## src/pkg/sacs_consts.svh

```systemverilog
`ifndef SACS_CONSTS_SVH
`define SACS_CONSTS_SVH
// Functional notes
// - Run link hardware check at power-on and after reset command; flag link fault.
// - On link hardware fault, never establish communication; stop link initialization.
// - On link hardware fault, link state stays in or returns to initial.
// - Link hardware fault ignores alarm clear; only power cycle removes it.
// - Current detector malfunction raises the hardware self-diagnostic fault code.
// - Control circuit malfunction or failed self-diagnosis raises the other-fault code.
// - Dynamic brake releases about 2 ms after an accepted clear.
// - Servo-on status output turns on about 25 ms after the clear; the code waits 25 ms after brake release, 27 ms in all.
// - Motor energization begins about 60 ms after the clear; the code waits 60 ms after servo-on status, 87 ms in all.
// - Brake release output turns on about 4 ms after energization.
// - Servo-on status shows only servo-on received, not command acceptance.
// - Torque overload persisting beyond the allowed time trips protection and stops.
`define SACS_CLK_MHZ 125
`define SACS_T_CLEAR_MS 16
`define SACS_T_DB_MS 2
`define SACS_T_SON_MS 25
`define SACS_T_ENERG_MS 60
`define SACS_T_BRK_MS 4
`define SACS_MS_CYC (`SACS_CLK_MHZ * 1000)
`define SACS_CODE_NONE 8'h00
`define SACS_CODE_LINK 8'h01
`define SACS_CODE_SELFDIAG 8'h02
`define SACS_CODE_OTHER 8'h03
`define SACS_CODE_OVERLOAD 8'h04
`endif

```

## src/pkg/sacs_pkg.sv

```systemverilog
package sacs_pkg;
  typedef enum logic [5:0] {
    SQ_FAULT = 6'h01,
    SQ_WAIT_DB = 6'h02,
    SQ_WAIT_SON = 6'h04,
    SQ_WAIT_EN = 6'h08,
    SQ_WAIT_BRK = 6'h10,
    SQ_READY = 6'h20
  } sacs_seq_t;
  typedef enum logic [2:0] {
    LK_INITIAL = 3'h1,
    LK_CHECK = 3'h2,
    LK_OPER = 3'h4
  } sacs_link_t;
endpackage

```

## src/rtl/sacs_top.sv

```systemverilog
`timescale 1ns/1ps
`include "sacs_consts.svh"
module sacs_top #(
  parameter int unsigned CLEAR_CYC = `SACS_T_CLEAR_MS * `SACS_MS_CYC,
  parameter int unsigned DB_CYC = `SACS_T_DB_MS * `SACS_MS_CYC,
  parameter int unsigned SON_CYC = `SACS_T_SON_MS * `SACS_MS_CYC,
  parameter int unsigned ENERG_CYC = `SACS_T_ENERG_MS * `SACS_MS_CYC,
  parameter int unsigned BRK_CYC = `SACS_T_BRK_MS * `SACS_MS_CYC
) (
  // Clock, reset, enable.
  input wire logic clock,
  input wire logic resetn,
  input wire logic clk_en,
  // Host and fault sources.
  input wire logic reset_cmd,
  input wire logic link_hw_ok,
  input wire logic link_check_done,
  input wire logic cur_det_fault,
  input wire logic ctrl_fault,
  input wire logic overload_trip,
  input wire logic servo_on_cmd,
  input wire logic alarm_clear_cmd,
  input wire logic motion_cmd_valid,
  // Status outputs.
  output logic fault_alarm_output,
  output logic [7:0] fault_code,
  output logic comm_fault_lamp,
  output logic link_established,
  output logic dyn_brake_on,
  output logic servo_on_status,
  output logic motor_energized,
  output logic brake_release_output,
  output logic servo_ready,
  output logic motion_cmd_accept
);
  sacs_pkg::sacs_seq_t seq_q, seq_d;
  sacs_pkg::sacs_link_t link_q, link_d;
  logic link_fault_q;
  logic [31:0] clr_cnt_q, seq_cnt_q;
  logic clr_ok_q;
  logic [7:0] code_q;

  // Only a power cycle (resetn) clears the link fault; a reset command reruns the check only while no link fault is latched.
  wire start_check = reset_cmd & ~link_fault_q;
  wire link_fail = (link_q == sacs_pkg::LK_CHECK) & link_check_done & ~link_hw_ok;
  wire soft_fault = cur_det_fault | ctrl_fault | overload_trip;
  wire any_fault = link_fault_q | link_fail | soft_fault;
  wire clear_accept = clr_ok_q & ~alarm_clear_cmd & servo_on_cmd & ~link_fault_q & ~soft_fault;
  wire [7:0] new_code = link_fail ? `SACS_CODE_LINK :
                        cur_det_fault ? `SACS_CODE_SELFDIAG :
                        ctrl_fault ? `SACS_CODE_OTHER :
                        overload_trip ? `SACS_CODE_OVERLOAD : code_q;
  wire seq_tick_db = seq_cnt_q == DB_CYC - 1;
  wire seq_tick_son = seq_cnt_q == SON_CYC - 1;
  wire seq_tick_en = seq_cnt_q == ENERG_CYC - 1;
  wire seq_tick_brk = seq_cnt_q == BRK_CYC - 1;

  always_comb begin
    link_d = link_q;
    unique case (link_q)
      sacs_pkg::LK_INITIAL: if (!link_fault_q) link_d = sacs_pkg::LK_CHECK;
      sacs_pkg::LK_CHECK: begin
        if (link_fail) link_d = sacs_pkg::LK_INITIAL;
        else if (link_check_done) link_d = sacs_pkg::LK_OPER;
      end
      sacs_pkg::LK_OPER: if (start_check) link_d = sacs_pkg::LK_CHECK;
      default: link_d = sacs_pkg::LK_INITIAL;
    endcase
    if (link_fault_q) link_d = sacs_pkg::LK_INITIAL;
  end

  // Timed steps, each counted from the previous one: 2 ms, 25 ms, 60 ms, then 4 ms after energization.
  always_comb begin
    seq_d = seq_q;
    unique case (seq_q)
      sacs_pkg::SQ_FAULT: if (clear_accept) seq_d = sacs_pkg::SQ_WAIT_DB;
      sacs_pkg::SQ_WAIT_DB: if (seq_tick_db) seq_d = sacs_pkg::SQ_WAIT_SON;
      sacs_pkg::SQ_WAIT_SON: if (seq_tick_son) seq_d = sacs_pkg::SQ_WAIT_EN;
      sacs_pkg::SQ_WAIT_EN: if (seq_tick_en) seq_d = sacs_pkg::SQ_WAIT_BRK;
      sacs_pkg::SQ_WAIT_BRK: if (seq_tick_brk) seq_d = sacs_pkg::SQ_READY;
      sacs_pkg::SQ_READY: ;
      default: seq_d = sacs_pkg::SQ_FAULT;
    endcase
    if (any_fault || (seq_q != sacs_pkg::SQ_FAULT && !servo_on_cmd)) seq_d = sacs_pkg::SQ_FAULT;
  end

  always_ff @(posedge clock) begin
    if (!resetn) begin
      seq_q <= sacs_pkg::SQ_FAULT;
      link_q <= sacs_pkg::LK_INITIAL;
      link_fault_q <= 1'b0;
      clr_cnt_q <= 32'h0000_0000;
      clr_ok_q <= 1'b0;
      seq_cnt_q <= 32'h0000_0000;
      code_q <= `SACS_CODE_NONE;
    end else if (clk_en) begin
      seq_q <= seq_d;
      link_q <= link_d;
      if (link_fail) link_fault_q <= 1'b1;
      if (alarm_clear_cmd) begin
        if (clr_cnt_q != CLEAR_CYC) clr_cnt_q <= clr_cnt_q + 32'h0000_0001;
      end else clr_cnt_q <= 32'h0000_0000;
      clr_ok_q <= alarm_clear_cmd & (clr_cnt_q >= CLEAR_CYC - 1);
      // Step timing restarts in each state; the brake delay counts from energization.
      if (seq_d != seq_q) seq_cnt_q <= 32'h0000_0000;
      else seq_cnt_q <= seq_cnt_q + 32'h0000_0001;
      // The code, and with it the alarm, stands until the whole clear sequence has finished.
      if (any_fault) code_q <= new_code;
      else if (seq_d == sacs_pkg::SQ_READY && seq_q != sacs_pkg::SQ_READY) code_q <= `SACS_CODE_NONE;
    end
  end

  always_ff @(posedge clock) begin
    if (!resetn) begin
      fault_alarm_output <= 1'b0;
      fault_code <= 8'h00;
      comm_fault_lamp <= 1'b0;
      link_established <= 1'b0;
      dyn_brake_on <= 1'b1;
      servo_on_status <= 1'b0;
      motor_energized <= 1'b0;
      brake_release_output <= 1'b0;
      servo_ready <= 1'b0;
      motion_cmd_accept <= 1'b0;
    end else if (clk_en) begin
      fault_alarm_output <= (code_q != `SACS_CODE_NONE) & (seq_q != sacs_pkg::SQ_READY);
      fault_code <= code_q;
      comm_fault_lamp <= link_fault_q;
      link_established <= (link_q == sacs_pkg::LK_OPER) & ~link_fault_q;
      dyn_brake_on <= (seq_q == sacs_pkg::SQ_FAULT) | (seq_q == sacs_pkg::SQ_WAIT_DB);
      // Servo-on status reports the command once the servo-on wait has passed, never readiness for motion.
      servo_on_status <= servo_on_cmd & (seq_q != sacs_pkg::SQ_FAULT) & (seq_q != sacs_pkg::SQ_WAIT_DB) &
                         (seq_q != sacs_pkg::SQ_WAIT_SON);
      motor_energized <= (seq_q == sacs_pkg::SQ_WAIT_BRK) | (seq_q == sacs_pkg::SQ_READY);
      brake_release_output <= seq_q == sacs_pkg::SQ_READY;
      servo_ready <= seq_q == sacs_pkg::SQ_READY;
      motion_cmd_accept <= motion_cmd_valid & (seq_q == sacs_pkg::SQ_READY);
    end
  end

  // Link fault handling.
  chk_link_fault_sticky: assert property (@(posedge clock) disable iff (!resetn)
    link_fault_q |=> link_fault_q)
    else $error("link fault cleared without power cycle");
  chk_link_no_oper: assert property (@(posedge clock) disable iff (!resetn)
    link_fault_q |-> link_q != sacs_pkg::LK_OPER)
    else $error("link operational during fault");
  chk_link_no_estab: assert property (@(posedge clock) disable iff (!resetn)
    clk_en && link_fault_q |=> !link_established)
    else $error("link established during fault");
  chk_link_fail_code: assert property (@(posedge clock) disable iff (!resetn)
    clk_en && link_fail |=> link_fault_q && code_q == `SACS_CODE_LINK)
    else $error("link fault not flagged");
  chk_link_fail_init: assert property (@(posedge clock) disable iff (!resetn)
    clk_en && link_fail |=> link_q == sacs_pkg::LK_INITIAL)
    else $error("link state not initial after fault");
  chk_link_lamp_on: assert property (@(posedge clock) disable iff (!resetn)
    clk_en && link_fault_q |=> comm_fault_lamp)
    else $error("link fault lamp off");
  chk_link_hold_fault: assert property (@(posedge clock) disable iff (!resetn)
    link_fault_q |-> seq_q == sacs_pkg::SQ_FAULT)
    else $error("sequence left fault state during link fault");

  // Clear sequence order and step lengths.
  chk_short_clear: assert property (@(posedge clock) disable iff (!resetn)
    clk_en && seq_q == sacs_pkg::SQ_FAULT && !clr_ok_q |=> seq_q == sacs_pkg::SQ_FAULT)
    else $error("clear accepted without full hold");
  chk_db_release: assert property (@(posedge clock) disable iff (!resetn)
    clk_en && seq_q == sacs_pkg::SQ_WAIT_SON |=> !dyn_brake_on)
    else $error("brake not released");
  chk_db_count: assert property (@(posedge clock) disable iff (!resetn)
    seq_q == sacs_pkg::SQ_WAIT_DB |-> seq_cnt_q < DB_CYC)
    else $error("brake release step too long");
  chk_son_order: assert property (@(posedge clock) disable iff (!resetn)
    servo_on_status |-> !dyn_brake_on)
    else $error("status on before brake release");
  chk_son_count: assert property (@(posedge clock) disable iff (!resetn)
    seq_q == sacs_pkg::SQ_WAIT_SON |-> seq_cnt_q < SON_CYC)
    else $error("servo-on step too long");
  chk_energ_order: assert property (@(posedge clock) disable iff (!resetn)
    motor_energized |-> !dyn_brake_on)
    else $error("energized with brake on");
  chk_energ_count: assert property (@(posedge clock) disable iff (!resetn)
    seq_q == sacs_pkg::SQ_WAIT_EN |-> seq_cnt_q < ENERG_CYC)
    else $error("energization step too long");
  chk_brake_order: assert property (@(posedge clock) disable iff (!resetn)
    brake_release_output |-> motor_energized)
    else $error("brake released unpowered");
  chk_brk_count: assert property (@(posedge clock) disable iff (!resetn)
    seq_q == sacs_pkg::SQ_WAIT_BRK |-> seq_cnt_q < BRK_CYC)
    else $error("brake release output step too long");
  chk_ready_brake: assert property (@(posedge clock) disable iff (!resetn)
    clk_en && seq_q == sacs_pkg::SQ_READY |=> brake_release_output && servo_ready)
    else $error("ready state outputs missing");
  chk_son_cmd_only: assert property (@(posedge clock) disable iff (!resetn)
    clk_en && !servo_on_cmd |=> !servo_on_status)
    else $error("servo-on status without command");

  // Alarm, ready and command gating.
  chk_ready_alarm: assert property (@(posedge clock) disable iff (!resetn)
    servo_ready |-> !fault_alarm_output)
    else $error("ready while alarm");
  chk_alarm_hold: assert property (@(posedge clock) disable iff (!resetn)
    clk_en && code_q != `SACS_CODE_NONE && seq_q != sacs_pkg::SQ_READY |=> fault_alarm_output)
    else $error("alarm dropped before sequence end");
  chk_cmd_gate: assert property (@(posedge clock) disable iff (!resetn)
    motion_cmd_accept |-> $past(seq_q) == sacs_pkg::SQ_READY)
    else $error("command before ready");
  chk_no_early_cmd: assert property (@(posedge clock) disable iff (!resetn)
    clk_en && seq_q != sacs_pkg::SQ_READY |=> !motion_cmd_accept)
    else $error("command accepted before ready");

  // Fault codes and stop on fault.
  chk_selfdiag_code: assert property (@(posedge clock) disable iff (!resetn)
    clk_en && cur_det_fault && !link_fail |=> code_q == `SACS_CODE_SELFDIAG)
    else $error("bad code");
  chk_other_code: assert property (@(posedge clock) disable iff (!resetn)
    clk_en && ctrl_fault && !link_fail && !cur_det_fault |=> code_q == `SACS_CODE_OTHER)
    else $error("bad other code");
  chk_alarm_has_code: assert property (@(posedge clock) disable iff (!resetn)
    fault_alarm_output |-> fault_code != `SACS_CODE_NONE)
    else $error("alarm without fault code");
  chk_overload_code: assert property (@(posedge clock) disable iff (!resetn)
    clk_en && overload_trip && !link_fail && !cur_det_fault && !ctrl_fault |=> code_q == `SACS_CODE_OVERLOAD)
    else $error("bad overload code");
  chk_fault_stop: assert property (@(posedge clock) disable iff (!resetn)
    clk_en && any_fault |=> seq_q == sacs_pkg::SQ_FAULT)
    else $error("fault did not stop operation");
endmodule // sacs_top

```

## config.mk

```make
export PLATFORM = sky130hd
export DESIGN_NAME = sacs_top
export DESIGN_NICKNAME = d
export VERILOG_FILES = /design/src/pkg/sacs_pkg.sv /design/src/rtl/sacs_top.sv
export VERILOG_INCLUDE_DIRS = /design/src /design/src/pkg
export SDC_FILE = /design/constraint.sdc
export NUM_CORES = 1
export LEC_CHECK = 0
export ABC_CLOCK_PERIOD_IN_PS = 2600
export BUFFER_PORTS_ARGS = -buffer_cell sky130_fd_sc_hd__buf_2
export CAP_MARGIN = 20
export CELL_PAD_IN_SITES_DETAIL_PLACEMENT = 0
export CELL_PAD_IN_SITES_GLOBAL_PLACEMENT = 2
export CORE_UTILIZATION = 25
export DETAILED_ROUTE_END_ITERATION = 12
export PLACE_DENSITY_LB_ADDON = 0.1
export SLEW_MARGIN = 5
export SYNTH_ARGS = -nofsm -noshare
export SYNTH_HDL_FRONTEND = slang
export SYNTH_SLANG_ARGS = --single-unit
```

## constraint.sdc

```tcl
create_clock -name clock -period 2.6 [get_ports clock]
set_input_delay 0.26 -clock clock [delete_from_list [all_inputs] [get_ports clock]]
set_output_delay 0.26 -clock clock [all_outputs]
set_load 0.02 [all_outputs]
```

==> flow_summary.yaml <==
critical_path:
  timing.critical_path.to: "seq_cnt_q[4]"
  critical_path.reg2reg.endpoint: "seq_cnt_q[4]"
  cp-startpoint: "seq_q[1]"
  worstReg2RegStart: "seq_q[1]"
  timing.critical_path.required_ns: 2.84
  critPathKind: "reg -> reg"
  critical_path.max_fanout: 9
  ff2ff_path_depth: 9
  critPathCaptureType: "flop"
  timing.critical_path.arrival_ns: 2.83
  setup.reg_to_reg.worst_slack_ns: 0.006
  crit_path_start_kind: "flop"
status:
  status: "complete, no violations"
pwr:
  vdd_drop_max_uv: 299
  power.static_leakage_nw: 2.17
  powerDensity_mw_per_mm2: 493
sta:
  setup_viol_count_final: 0
  rsz0062_at_grt: "yes"
  period_needed_ns: 2.59
  timing.final.hold_violations: 0
  final.setup.worst_slack_ns: 0.00645
  slew_viol_final: 0
  worst_pin_slew_ns: 0.788
  max_freq_ghz: 0.386
  timing.max_slew.rel_slack: 0.475
  layout_worst_path_cycle_share: 0.998
  finClkSkew_ns: 0.0105
floorplan:
  start_util: 0.255
  core_mm2: 0.0186
  io_pins: 29
  die_width_um: 140
  dieHeight_um: 140
  fp.dieArea_mm2: 0.0195
  row_count: 50
layout:
  antenna_cells: 0
  most-common-layout-cells: "sky130_fd_sc_hd__dfxtp_1 (87), sky130_fd_sc_hd__nor2_1 (61), sky130_fd_sc_hd__buf_4 (52)"
  final_nets: 646
  drive_above_1_share: 0.239
  syn_to_final_growth_pct: 26.7
  fillCellCount: 2020
  layout.cells.most_common: "sky130_fd_sc_hd__dfxtp_1"
  post_route_utilization: 0.323
  cell_area_after_layout_mm2: 0.00602
  fin_cells: 870
clock_network:
  cts_inserted_buffers: 9
  cts.htree.levels: 3
  postCtsHoldBufs: 0
  clkLatencyLatePin_ns: 0.34
  cts_root_buffer: "sky130_fd_sc_hd__clkbuf_16"
  tritoncts: "built"
  cts-root-to-sink-buffers: 2
  cts.sink_count: 89
  worst_setup_hold_path_clk_slew_ns: 0.07
place:
  place_congestion: 0.752
  dpl.cell_count: 842
  placedInstanceArea_mm2: 0.00539
  place.detailed.hpwl_mm: 9.29
  port-buffer-count: 23
  dpl_worst_slack_ns: 0.0114
synthesis:
  yosys.area.top_type: "sky130_fd_sc_hd__dfxtp_1"
  synth_cell_type_count: 71
  mappedNetlistArea_mm2: 0.00475
  synth-edff-count: 0
  synth_top_area_frac: 0.375
  postSynth.topFlopCell: "sky130_fd_sc_hd__dfxtp_1"
  synth-seq-area-share: 0.375
  avgSynthCellArea_um2: 8.49
  cells_after_synthesis: 559
  synth_area_leaders: "sky130_fd_sc_hd__dfxtp_1 (38%), sky130_fd_sc_hd__xor2_1 (7.0%), sky130_fd_sc_hd__nor2_1 (5.3%), sky130_fd_sc_hd__nand3_1 (4.6%), sky130_fd_sc_hd__xnor2_1 (3.5%)"
  ys_seq_elements: 89
  synth.yosys.warnings: 0
  asyncSetResetFlopFracSynth: 0
drt:
  route.antenna.remaining_nets: 0
  detail_route.wirelength_mm: 13.1
  drc_errors: 0
  route.vias.total: 4189
  wl_per_cell_um: 15.1
  detail_route.vias_per_cell: 4.81
  first_iter_violations: 200
  drt-pass1-iter-count: 5
worst_hold_path:
  min-delay-path-class: "in -> reg"
global_route:
  grt_pass1_vias: 4025
  grt_util_all_layers: 0.137
  pin_count_of_the_biggest_net_entering_global_routing: 29
  globalRoute.totalOverflow: 0
  first_pass_grt_wire_length_mm: 21.0
  antenna_violations_before_repair: 0
job:
  drv_cap: 0
==> power breakdown <==
| group | internal, W | switching, W | leakage, nW |
|---|---|---|---|
| clock | 0.000799 | 0.000563 | 0.149 |
| combinational | 0.0000893 | 0.000124 | 1.30 |
| sequential | 0.00138 | 0.0000140 | 0.720 |
| total | 0.00227 | 0.000701 | 2.17 |
==> repair_timing <==
action                     4_1_cts  5_1_grt
setup buffers                    1        8
setup endpoints to repair        5       33
resized for setup                1       38
cloned                           0        3
pin swaps                        1       26
==> layer usage <==
metal	share of wire	vias to the layer above	track usage
met5	0	-	0
met2	0.47	50	0.223
met4	0.011	0	0.0388
met3	0.026	8	0.0306
met1	0.49	2019	0.180
li1	-	2112	-
==> cells by family after synthesis <==
kind of cell	Yosys count	share of synthesized area
AOI/OAI and AO/OA	73	0.110
and+or+nand+nor	290	0.344
DFF	89	0.375
xor gates and xnor gates	57	0.105
buffers and inverters	40	0.0451
other	1	0.000790
adders and majority gates	3	0.00791
muxes	6	0.0126
==> sequential cells by signal (all words and copies together), names as in the netlist <==
register            count
comm_fault_lamp         1
motion_cmd_accept       1
servo_on_status         1
dyn_brake_on            1
fault_alarm_output      1
servo_ready             1
seq_q                   6
clr_ok_q                1
fault_code              3
code_q                  3
link_fault_q            1
motor_energized         1
seq_cnt_q              32
link_q                  3
clr_cnt_q              32
link_established        1
==> critical path, cell delays in order, from the launching register on <==
cell	delay, ns
sky130_fd_sc_hd__dfxtp_1	0.43
sky130_fd_sc_hd__nor4_4	0.38
sky130_fd_sc_hd__o221ai_2	0.16
sky130_fd_sc_hd__a211o_1	0.33
sky130_fd_sc_hd__or3b_4	0.41
sky130_fd_sc_hd__and3_4	0.20
sky130_fd_sc_hd__a31oi_4	0.19
sky130_fd_sc_hd__buf_12	0.15
sky130_fd_sc_hd__clkbuf_16	0.18
sky130_fd_sc_hd__nor2_1	0.04
==> stage by stage <==
stage | hold slack (ns) | power, W | TNS [ns]
6_report | 0.248 | 0.00297 | 0
5_1_grt | 0.239 | 0.00311 | -1.92
4_1_cts | 0.232 | 0.00300 | 0
3_5_place_dp | 0.465 | 0.00160 | 0
3_3_place_gp | 0.459 | 0.00160 | 0
2_1_floorplan | 0.437 | 0.00154 | 0
==> worst min path at each step <==
stage,from,endpoint,slack (ns),cells past startpoint
final,resetn,dyn_brake_on,0.25,2
after global routing,resetn,dyn_brake_on,0.24,2
after CTS,resetn,dyn_brake_on,0.23,2
after detailed placement,dyn_brake_on,dyn_brake_on,0.46,2
after global placement,dyn_brake_on,dyn_brake_on,0.46,2
after floorplan,alarm_clear_cmd,clr_ok_q,0.44,2
==> Yosys cell counts (all sizes together) (2+ instances only) <==
cell type  number
a31oi           4
xor2           38
or4             2
nor2b          19
nor4bb          2
dfxtp          89
o21a            2
o211ai          5
nand4          13
nand2          34
nor4           17
buf            14
clkbuf         10
and4            8
nand4b          3
or3b            3
a21o            4
xnor2          19
o311ai          3
a21boi          6
o22ai           4
and3           11
nor3           16
inv            15
and3b           2
ha              3
nand3          44
o31ai           2
nand2b          4
or2             2
nand3b          3
nor4b           2
nor2           87
or3             8
and2            6
o21ai          16
a211o           2
nor3b           2
a21oi          14
mux2i           6
==> final cells by class <==
class	count	area [um2]	share of cell area
timing repair buffer	81	627	0.104
tap	234	293	0.0487
clock buffer	12	256	0.0426
multi-input combinational	434	2940	0.489
clock inverter	4	51.3	0.00853
sequential	89	1790	0.297
inverter	16	60.1	0.00998
(Power assumes the default switching activity.)
